$ cat config.mk
export PLATFORM = sky130hd
export DESIGN_NAME = tile_debug_breakpoint_unit
export DESIGN_NICKNAME = d
export VERILOG_FILES = /design/src/verilog/dbg_unit_pkg.sv /design/src/verilog/tile_debug_breakpoint_unit.sv
export SDC_FILE = /design/constraint.sdc
export NUM_CORES = 2
export LEC_CHECK = 0
export BUFFER_PORTS_ARGS = -buffer_cell sky130_fd_sc_hd__buf_2
export CORE_MARGIN = 1
export CORE_UTILIZATION = 54
export DETAILED_ROUTE_END_ITERATION = 8
export GPL_ROUTABILITY_DRIVEN = 0
export PLACE_DENSITY = 0.8
export SLEW_MARGIN = 20
export SYNTH_ARGS = -nofsm -noshare
export SYNTH_HDL_FRONTEND = slang
export SYNTH_SLANG_ARGS = --single-unit
$ cat constraint.sdc
create_clock -name ref_clk -period 23.6 [get_ports ref_clk]
set_input_delay 3.54 -clock ref_clk [delete_from_list [all_inputs] [get_ports ref_clk]]
set_output_delay 3.54 -clock ref_clk [all_outputs]
set_load 0.01 [all_outputs]
$ cat src/verilog/dbg_unit_pkg.sv
// Constants, field layouts and carrier types of the tile debug unit
package dbg_unit_pkg;

  // ****************************************************************
  // Register indices (byte address is four times the index)
  // ****************************************************************
  localparam logic [7:0] IDX_SAVED_STATUS  = 8'h10;
  localparam logic [7:0] IDX_SAVED_PC      = 8'h11;
  localparam logic [7:0] IDX_SAVED_SP      = 8'h12;
  localparam logic [7:0] IDX_READ_THREAD   = 8'h13;
  localparam logic [7:0] IDX_READ_INDEX    = 8'h14;
  localparam logic [7:0] IDX_ENTRY_CAUSE   = 8'h15;
  localparam logic [7:0] IDX_ENTRY_DATA    = 8'h16;
  localparam logic [7:0] IDX_HALT_MASK     = 8'h18;
  localparam logic [7:0] IDX_SCRATCH_BASE  = 8'h20;
  localparam logic [7:0] IDX_IBRK_ADDR     = 8'h30;
  localparam logic [7:0] IDX_IBRK_CTRL     = 8'h40;
  localparam logic [7:0] IDX_DWATCH_ADDR   = 8'h50;

  // ****************************************************************
  // Field layouts
  // ****************************************************************
  localparam int STATUS_W        = 11;  // Bits 10:0 of the status word
  localparam int ST_ISSUE_MODE   = 8;   // Read-only current issue mode
  localparam int CAUSE_THREAD_LO = 8;   // Source thread field 15:8
  localparam int CAUSE_INDEX_LO  = 16;  // Breakpoint index field 17:16
  localparam int CTRL_MASK_LO    = 16;  // Per-thread enables 23:16
  localparam int CTRL_NOTEQ_BIT  = 1;
  localparam int CTRL_EN_BIT     = 0;
  localparam int THREAD_W        = 8;
  localparam int REGIDX_W        = 5;
  localparam int NUM_BRK         = 4;
  localparam int NUM_SCRATCH     = 8;

  // ****************************************************************
  // Cause codes and reset values
  // ****************************************************************
  localparam logic [2:0] CAUSE_NONE     = 3'h0;
  localparam logic [2:0] CAUSE_HOST     = 3'h1;
  localparam logic [2:0] CAUSE_CALL     = 3'h2;
  localparam logic [2:0] CAUSE_IBREAK   = 3'h3;
  localparam logic [2:0] CAUSE_DWATCH   = 3'h4;
  localparam logic [2:0] CAUSE_RWATCH   = 3'h5;
  localparam logic [31:0] WORD_RESET    = 32'h0000_0000;

  // ****************************************************************
  // Carrier types
  // ****************************************************************
  typedef struct packed {
    logic                valid;   // An instruction issues this cycle
    logic [THREAD_W-1:0] thread;
    logic [31:0]         pc;
    logic [31:0]         sp;
    logic [STATUS_W-1:0] status;
  } issue_t;

  typedef struct packed {
    logic [THREAD_W-1:0] threadMask;
    logic                notEqual;
    logic                enable;
  } brk_ctrl_t;

  typedef struct packed {
    logic [NUM_BRK-1:0]  hit;
    logic [THREAD_W-1:0] thread;
    logic [31:0]         data;     // Effective address or resource id
  } watch_t;

endpackage : dbg_unit_pkg

$ cat src/verilog/tile_debug_breakpoint_unit.sv
// Debug snapshot, cause recording and instruction breakpoint unit
//
// The Wishbone interface to the registers was chosen for this implementation.
`timescale 1ns/1ps

module tile_debug_breakpoint_unit
  import dbg_unit_pkg::*;
#(
  parameter int ADR_W = 10
) (
  // Clock and reset
  input  wire logic                 ref_clk,
  input  wire logic                 rst,
  // Wishbone classic slave
  input  wire logic                 cyc_i,
  input  wire logic                 stb_i,
  input  wire logic                 we_i,
  input  wire logic [ADR_W-1:0]     adr_i,
  input  wire logic [3:0]           sel_i,
  input  wire logic [31:0]          dat_i,
  output logic      [31:0]          dat_o,
  output logic                      ack_o,
  // Issue stage of the core
  input  wire issue_t               issue,
  // Debug sources
  input  wire logic                 hostRequest,
  input  wire logic                 debugCallValid,
  input  wire logic [THREAD_W-1:0]  debugCallThread,
  input  wire watch_t               dataWatch,
  input  wire watch_t               resWatch,
  input  wire logic                 debugReturn,
  // Tile configuration access to the scratch words
  input  wire logic                 cfgScratchWe,
  input  wire logic [2:0]           cfgScratchIdx,
  input  wire logic [31:0]          cfgScratchWdata,
  output logic      [31:0]          cfgScratchRdata,
  // Core control outputs
  output logic                      debugEnter,
  output logic                      inDebug,
  output logic      [THREAD_W-1:0]  haltThreads,
  output logic      [THREAD_W-1:0]  readThread,
  output logic      [REGIDX_W-1:0]  readIndex,
  output logic      [NUM_BRK*32-1:0] dataWatchFirst
);

  // ****************************************************************
  // Decoding helpers
  // ****************************************************************

  // Merge write data into an old word under the byte enables
  function automatic logic [31:0] mergeBytes(input logic [31:0] oldW,
                                             input logic [31:0] newW,
                                             input logic [3:0]  sel);
    logic [31:0] res;
    res = oldW;
    for (int b = 0; b < 4; b++) begin
      if (sel[b]) begin
        res[b*8 +: 8] = newW[b*8 +: 8];
      end
    end
    return res;
  endfunction : mergeBytes

  // True when idx lies in a block of 2**lg registers at base
  function automatic logic inBlock(input logic [7:0] idx,
                                   input logic [7:0] base,
                                   input int         lg);
    logic [7:0] mask;
    mask = 8'hff << lg;
    return (idx & mask) == base;
  endfunction : inBlock

  // Lowest set bit of a hit vector
  function automatic logic [1:0] lowestHit(input logic [NUM_BRK-1:0] h);
    logic [1:0] res;
    res = 2'h0;
    for (int i = NUM_BRK - 1; i >= 0; i--) begin
      if (h[i]) begin
        res = 2'(i);
      end
    end
    return res;
  endfunction : lowestHit

  // ****************************************************************
  // Storage
  // ****************************************************************
  logic [STATUS_W-1:0] savedStatus_r;
  logic [31:0]         savedPc_r;
  logic [31:0]         savedSp_r;
  logic [THREAD_W-1:0] readThread_r;
  logic [REGIDX_W-1:0] readIndex_r;
  logic [2:0]          cause_r;
  logic [THREAD_W-1:0] causeThread_r;
  logic [1:0]          causeIndex_r;
  logic [31:0]         entryData_r;
  logic [THREAD_W-1:0] haltMask_r;
  logic [THREAD_W-1:0] haltOut_r;
  logic [31:0]         scratch_r [NUM_SCRATCH];
  logic [31:0]         ibrkAddr_r [NUM_BRK];
  brk_ctrl_t           ibrkCtrl_r [NUM_BRK];
  logic [31:0]         dwAddr_r [NUM_BRK];
  logic                inDebug_r;
  logic                inDebug_nxt;
  logic                ack_r;
  logic [31:0]         datOut_r;

  // ****************************************************************
  // Bus decode
  // ****************************************************************
  logic [7:0]  wordIdx;
  logic        busReq;
  logic        busWrite;
  logic [31:0] readWord;
  logic [31:0] wrMerged;

  assign wordIdx = adr_i[9:2];
  assign busReq  = cyc_i & stb_i;
  // Write lands on the edge where the master sees ack; gated by mode
  assign busWrite = busReq & we_i & ack_r & inDebug_r;
  // Addressed word as it reads, with the write bytes laid over it
  assign wrMerged = mergeBytes(readWord, dat_i, sel_i);

  // ****************************************************************
  // Instruction breakpoint compare
  // ****************************************************************
  logic [NUM_BRK-1:0] ibrkHit;

  genvar g;
  generate
    for (g = 0; g < NUM_BRK; g++) begin : gBrk
      logic pcEq;
      assign pcEq = issue.pc == ibrkAddr_r[g];
      // Each breakpoint fires on its own settings alone
      assign ibrkHit[g] = issue.valid
        & ibrkCtrl_r[g].enable
        & ibrkCtrl_r[g].threadMask[issue.thread[2:0]]
        & (ibrkCtrl_r[g].notEqual ? ~pcEq : pcEq);
    end
  endgenerate

  // ****************************************************************
  // Entry arbitration
  // ****************************************************************
  logic       anyIbrk;
  logic       anyData;
  logic       anyRes;
  logic [2:0] causeSel;

  assign anyIbrk = |ibrkHit;
  assign anyData = |dataWatch.hit;
  assign anyRes  = |resWatch.hit;

  // Fixed priority: host, call, ibreak, data watch, resource watch
  always_comb begin
    if (hostRequest) begin
      causeSel = CAUSE_HOST;
    end else if (debugCallValid) begin
      causeSel = CAUSE_CALL;
    end else if (anyIbrk) begin
      causeSel = CAUSE_IBREAK;
    end else if (anyData) begin
      causeSel = CAUSE_DWATCH;
    end else if (anyRes) begin
      causeSel = CAUSE_RWATCH;
    end else begin
      causeSel = CAUSE_NONE;
    end
  end

  // Combinational so the core can squash the instruction in flight
  assign debugEnter = ~inDebug_r & (causeSel != CAUSE_NONE);

  // ****************************************************************
  // Debug mode state
  // ****************************************************************
  always_comb begin
    inDebug_nxt = inDebug_r;
    if (debugEnter) begin
      inDebug_nxt = 1'b1;
    end else if (debugReturn) begin
      inDebug_nxt = 1'b0;
    end
  end

  always_ff @(posedge ref_clk or posedge rst) begin
    if (rst) begin
      inDebug_r <= 1'b0;
    end else begin
      inDebug_r <= inDebug_nxt;
    end
  end

  assign inDebug = inDebug_r;

  // ****************************************************************
  // Thread snapshot
  // ****************************************************************
  always_ff @(posedge ref_clk or posedge rst) begin
    if (rst) begin
      savedStatus_r <= '0;
      savedPc_r     <= WORD_RESET;
      savedSp_r     <= WORD_RESET;
    end else if (debugEnter) begin
      savedStatus_r <= issue.status;
      savedPc_r     <= issue.pc;
      savedSp_r     <= issue.sp;
    end else if (busWrite) begin
      unique case (wordIdx)
        IDX_SAVED_STATUS: begin
          // Current issue mode stays read-only
          savedStatus_r <= {wrMerged[STATUS_W-1:ST_ISSUE_MODE+1],
                            savedStatus_r[ST_ISSUE_MODE],
                            wrMerged[ST_ISSUE_MODE-1:0]};
        end
        IDX_SAVED_PC: savedPc_r <= mergeBytes(savedPc_r, dat_i, sel_i);
        IDX_SAVED_SP: savedSp_r <= mergeBytes(savedSp_r, dat_i, sel_i);
        default: ;
      endcase
    end
  end

  // ****************************************************************
  // Cause, source thread, index and data
  // ****************************************************************
  always_ff @(posedge ref_clk or posedge rst) begin
    if (rst) begin
      cause_r       <= CAUSE_NONE;
      causeThread_r <= '0;
      causeIndex_r  <= 2'h0;
    end else if (debugEnter) begin
      cause_r <= causeSel;
      unique case (causeSel)
        CAUSE_HOST: begin
          causeThread_r <= '0;
          causeIndex_r  <= 2'h0;
        end
        CAUSE_CALL: begin
          causeThread_r <= debugCallThread;
          causeIndex_r  <= 2'h0;
        end
        CAUSE_IBREAK: begin
          causeThread_r <= issue.thread;
          causeIndex_r  <= lowestHit(ibrkHit);
        end
        CAUSE_DWATCH: begin
          causeThread_r <= dataWatch.thread;
          causeIndex_r  <= lowestHit(dataWatch.hit);
        end
        default: begin
          causeThread_r <= resWatch.thread;
          causeIndex_r  <= lowestHit(resWatch.hit);
        end
      endcase
    end else if (busWrite && wordIdx == IDX_ENTRY_CAUSE) begin
      cause_r       <= wrMerged[2:0];
      causeThread_r <= wrMerged[CAUSE_THREAD_LO +: THREAD_W];
      causeIndex_r  <= wrMerged[CAUSE_INDEX_LO +: 2];
    end
  end

  // Data word only changes on watchpoint entries or software writes
  always_ff @(posedge ref_clk or posedge rst) begin
    if (rst) begin
      entryData_r <= WORD_RESET;
    end else if (debugEnter && causeSel == CAUSE_DWATCH) begin
      entryData_r <= dataWatch.data;
    end else if (debugEnter && causeSel == CAUSE_RWATCH) begin
      entryData_r <= resWatch.data;
    end else if (busWrite && wordIdx == IDX_ENTRY_DATA) begin
      entryData_r <= mergeBytes(entryData_r, dat_i, sel_i);
    end
  end

  // ****************************************************************
  // Register-read operands and halt mask
  // ****************************************************************
  always_ff @(posedge ref_clk or posedge rst) begin
    if (rst) begin
      readThread_r <= '0;
      readIndex_r  <= '0;
      haltMask_r   <= '0;
    end else if (busWrite) begin
      unique case (wordIdx)
        IDX_READ_THREAD: readThread_r <= wrMerged[THREAD_W-1:0];
        IDX_READ_INDEX:  readIndex_r  <= wrMerged[REGIDX_W-1:0];
        IDX_HALT_MASK:   haltMask_r   <= wrMerged[THREAD_W-1:0];
        default: ;
      endcase
    end
  end

  // Halted threads only matter once debug mode is left
  always_ff @(posedge ref_clk or posedge rst) begin
    if (rst) begin
      haltOut_r <= '0;
    end else begin
      haltOut_r <= inDebug_nxt ? '0 : haltMask_r;
    end
  end

  assign haltThreads = haltOut_r;
  assign readThread  = readThread_r;
  assign readIndex   = readIndex_r;

  // ****************************************************************
  // Scratch words, shared with the configuration path
  // ****************************************************************
  // Bus write wins a same-cycle clash on one word; the other is lost
  generate
    for (g = 0; g < NUM_SCRATCH; g++) begin : gScr
      always_ff @(posedge ref_clk or posedge rst) begin
        if (rst) begin
          scratch_r[g] <= WORD_RESET;
        end else if (busWrite
                     && wordIdx == IDX_SCRATCH_BASE + 8'(g)) begin
          scratch_r[g] <= mergeBytes(scratch_r[g], dat_i, sel_i);
        end else if (cfgScratchWe && cfgScratchIdx == 3'(g)) begin
          scratch_r[g] <= cfgScratchWdata;
        end
      end
    end
  endgenerate

  assign cfgScratchRdata = scratch_r[cfgScratchIdx];

  // ****************************************************************
  // Breakpoint and watchpoint registers
  // ****************************************************************
  generate
    for (g = 0; g < NUM_BRK; g++) begin : gBrkReg
      always_ff @(posedge ref_clk or posedge rst) begin
        if (rst) begin
          ibrkAddr_r[g] <= WORD_RESET;
          ibrkCtrl_r[g] <= '0;
          dwAddr_r[g]   <= WORD_RESET;
        end else if (busWrite) begin
          if (wordIdx == IDX_IBRK_ADDR + 8'(g)) begin
            ibrkAddr_r[g] <= mergeBytes(ibrkAddr_r[g], dat_i, sel_i);
          end
          if (wordIdx == IDX_IBRK_CTRL + 8'(g)) begin
            ibrkCtrl_r[g].threadMask <=
              wrMerged[CTRL_MASK_LO +: THREAD_W];
            ibrkCtrl_r[g].notEqual <= wrMerged[CTRL_NOTEQ_BIT];
            ibrkCtrl_r[g].enable   <= wrMerged[CTRL_EN_BIT];
          end
          if (wordIdx == IDX_DWATCH_ADDR + 8'(g)) begin
            dwAddr_r[g] <= mergeBytes(dwAddr_r[g], dat_i, sel_i);
          end
        end
      end

      assign dataWatchFirst[g*32 +: 32] = dwAddr_r[g];
    end
  endgenerate

  // ****************************************************************
  // Read multiplexer
  // ****************************************************************
  // Unmapped words and reserved bits read as zero
  always_comb begin
    readWord = 32'h0000_0000;
    if (inBlock(wordIdx, IDX_SCRATCH_BASE, 3)) begin
      readWord = scratch_r[wordIdx[2:0]];
    end else if (inBlock(wordIdx, IDX_IBRK_ADDR, 2)) begin
      readWord = ibrkAddr_r[wordIdx[1:0]];
    end else if (inBlock(wordIdx, IDX_IBRK_CTRL, 2)) begin
      readWord = {8'h00, ibrkCtrl_r[wordIdx[1:0]].threadMask, 14'h0000,
                  ibrkCtrl_r[wordIdx[1:0]].notEqual,
                  ibrkCtrl_r[wordIdx[1:0]].enable};
    end else if (inBlock(wordIdx, IDX_DWATCH_ADDR, 2)) begin
      readWord = dwAddr_r[wordIdx[1:0]];
    end else begin
      unique case (wordIdx)
        IDX_SAVED_STATUS: readWord = {21'h000000, savedStatus_r};
        IDX_SAVED_PC:     readWord = savedPc_r;
        IDX_SAVED_SP:     readWord = savedSp_r;
        IDX_READ_THREAD:  readWord = {24'h000000, readThread_r};
        IDX_READ_INDEX:   readWord = {27'h0000000, readIndex_r};
        IDX_ENTRY_CAUSE: begin
          readWord = {14'h0000, causeIndex_r, causeThread_r, 5'h00,
                      cause_r};
        end
        IDX_ENTRY_DATA:   readWord = entryData_r;
        IDX_HALT_MASK:    readWord = {24'h000000, haltMask_r};
        default:          readWord = 32'h0000_0000;
      endcase
    end
  end

  // ****************************************************************
  // Wishbone acknowledge and read data
  // ****************************************************************
  // One wait state: ack rises the cycle after the request, then drops
  always_ff @(posedge ref_clk or posedge rst) begin
    if (rst) begin
      ack_r    <= 1'b0;
      datOut_r <= 32'h0000_0000;
    end else begin
      ack_r <= busReq & ~ack_r;
      if (busReq && !ack_r) begin
        datOut_r <= readWord;
      end
    end
  end

  assign ack_o = ack_r;
  assign dat_o = datOut_r;

endmodule : tile_debug_breakpoint_unit

==> results.cfg <==
[timing]
setup_ws_ns = 13.77
post-route-period-util_pct = 41.7
hold_slack_ns = 0.479
slew_viol_final = 0
tightest_slew_ns = 1.13
slew_headroom_pct = 24.6
hold_viol = 0
skew_ns = 0.0399
max_freq_mhz = 102
min_period_ns = 9.83
rsz0062_at_grt = no
setup_tns_ns = 0
setup_violations = 0

[clock_tree]
clockBufferDepth = 3
cts_resized = 0
clockRootBuffer = clkbuf_16
path_clk_slew_ns = 0.06
cts_tree = done
hold_buffers = 0
post_cts_buffers = 0
cts.sinks = 735
clock_latency_ns = 0.67
cts_buffers = 80
htreeDepth = 3

[cells_and_area]
drive_above_1_share_pct = 31.6
syn2layout_area_growth_pct = 13.9
final_nets = 4309
fin_util_pct = 62.4

[grt]
track_usage_pct = 38.3
grt_pass1_wl_um = 220000
grt_overflow = 0
grt_pass1_vias = 34200
antenna_found_initial = 28
grt_max_degree = 184

[critical_path]
setup.worst_path.end_class = primary output
cp.required_ns = 20.06
crit_fanout = 5
start_kind = primary input
cp.arrival_ns = 6.29
worstSetupPathType = in -> out
reg2regPathDepth = 11

[logic_synthesis]
syn_nets = 4032
post_synth_num_cell_types = 62
synth_area_per_cell_um2 = 10.9
syn_inst = 3762
syn_area_mm2 = 0.0410
synth_area_leader_cell = dfrtp_1
synthFlopType = dfrtp_1
synth_most_common_cell = dfrtp_1
yosys-top-cells-area = dfrtp_1 45%, mux4_2 12%, mux2_2 10%
ys_ff_latch = 735
synth_enable_flop_cells = 0
synthArstFlopShare_pct = 100
yosys_warnings = 0
synth.top_cell.area_share_pct = 44.8
yosys-top-cells-count = 735 x dfrtp_1, 441 x nand2_1, 366 x mux2_2
yosysSeqAreaShare_pct = 44.8

[power]
peakVddDrop_mv = 0.0538
leakage_uw = 0.0212
fin_total_pwr_uw = 3360
p_per_area_mw_per_mm2 = 72.0

[hold_path]
hold_depth = 2
holdCritPathClass = reg -> reg

[routing]
drtIter0Drc = 5089
drt_first_pass_iters = 8
antenna_left = 0
wirelength_um = 149000
drc = 0
wl_per_cell_um = 29.4
vias_per_cell = 6.90
vias = 35100

[placement]
dp_hpwl_um = 102000
place_worst_setup_slack_ns = 14.03
io_buffer_count = 483

[outcome]
status = finished clean

[die]
start_util_pct = 54.8
rows = 100
core_mm2 = 0.0748
die_h_um = 278
dieArea_mm2 = 0.0770
die_x_um = 278
ioPinCount = 486

[run]
maxCapViolCount = 0
[critical path, cell delays in order]
cell and delay [ns]:
buf_2 0.22, xor2_1 0.16, nor4_1 0.44, nand4_1 0.36
or4_1 0.60, a211oi_2 0.46, a2111oi_4 0.13, a31oi_4 0.20
buf_2 0.17
[cell families (layout without fill, tap and decap cells)]
logic type,Yosys count,after routing,synth area share (%)
other cells,0,17,0
buf+inv,394,730,3.87
flops,735,735,44.8
simple gates,962,962,9.86
compound gates,733,733,11.4
xor+xnor,129,129,2.76
mux,809,809,27.3
[where the power goes]
part	internal (uW)	total (uW)	switching (uW)	leakage, uW
registers	1390	1490	103	0.00932
clock network	780	1330	548	0.00134
logic	235	544	309	0.0106
[through the flow]
step | instance area [um^2] | cells
floorplan | 41000 | 3762
finish | 46700 | 5084
global route | 46700 | 5078
detailed placement | 43900 | 4925
CTS | 46600 | 5066
global placement | 43900 | 4925
[cells in the final DEF (no fill, tap or decap), types with 8 or more instances in the layout]
cell         n
dfrtp_1    735
buf_2      479
nand2_1    439
mux2_2     366
nor2_1     322
mux2i_1    232
mux4_2     210
o21ai_0    168
a21oi_1    161
xor2_1     129
a31oi_1    124
clkbuf_16   83
buf_4       64
a22oi_1     53
nand4_1     47
a21o_1      42
o21ai_1     42
inv_1       39
nor4_1      35
o211a_1     33
nor3_1      27
diode_2     17
clkbuf_1    16
a22o_1      15
a222oi_1    13
clkinv_2    13
and2_1      12
o31ai_1     12
nand2b_1    11
nor3_2      11
clkbuf_8    11
nand3_1     10
a221oi_1     9
o2111ai_1    9
bufinv_16    9
o211ai_1     8
o21a_1       8
[worst paths after layout]
check,start,endpoint,slack [ns]
max in group asynchronous,rst,scratch_r[158]$_DFFE_PP0P_,17.31
max reg2reg,ibrkAddr_r[27]$_DFFE_PP0P_,savedSp_r[16]$_DFFE_PP0P_,18.69
min,dat_o[23]$_DFFE_PP0P_,dat_o[23]$_DFFE_PP0P_,0.48
min reg2reg,dat_o[23]$_DFFE_PP0P_,dat_o[23]$_DFFE_PP0P_,0.48
max,issue[70],debugEnter,13.77
min in group asynchronous,rst,causeThread_r[4]$_DFFE_PP0P_,3.06
[layout make-up]
cell class,count,area (um^2)
Fill cell,5698,28100
Multi-Input combinational cell,2633,21200
Sequential cell,735,18400
Timing Repair Buffer,549,2980
Clock buffer,110,2290
Tap cell,969,1210
Clock inverter,31,444
Inverter,40,154
Antenna cell,17,42.5
[state kept, by name (all words and copies together) (netlist names), 11 cells and up]
register,count
ibrkAddr_r,128
savedStatus_r,11
dat_o,32
entryData_r,32
savedPc_r,32
savedSp_r,32
dataWatchFirst,128
scratch_r,256
ibrkCtrl_r,40
[routing by layer]
layer,GRT usage [%],part of all wire (%)
met5,1.38,0.21
met4,20.7,6.1
met3,13.9,14
met2,57.6,45
met1,48.1,35
Note: power is estimated with default switching activity, not from simulation.
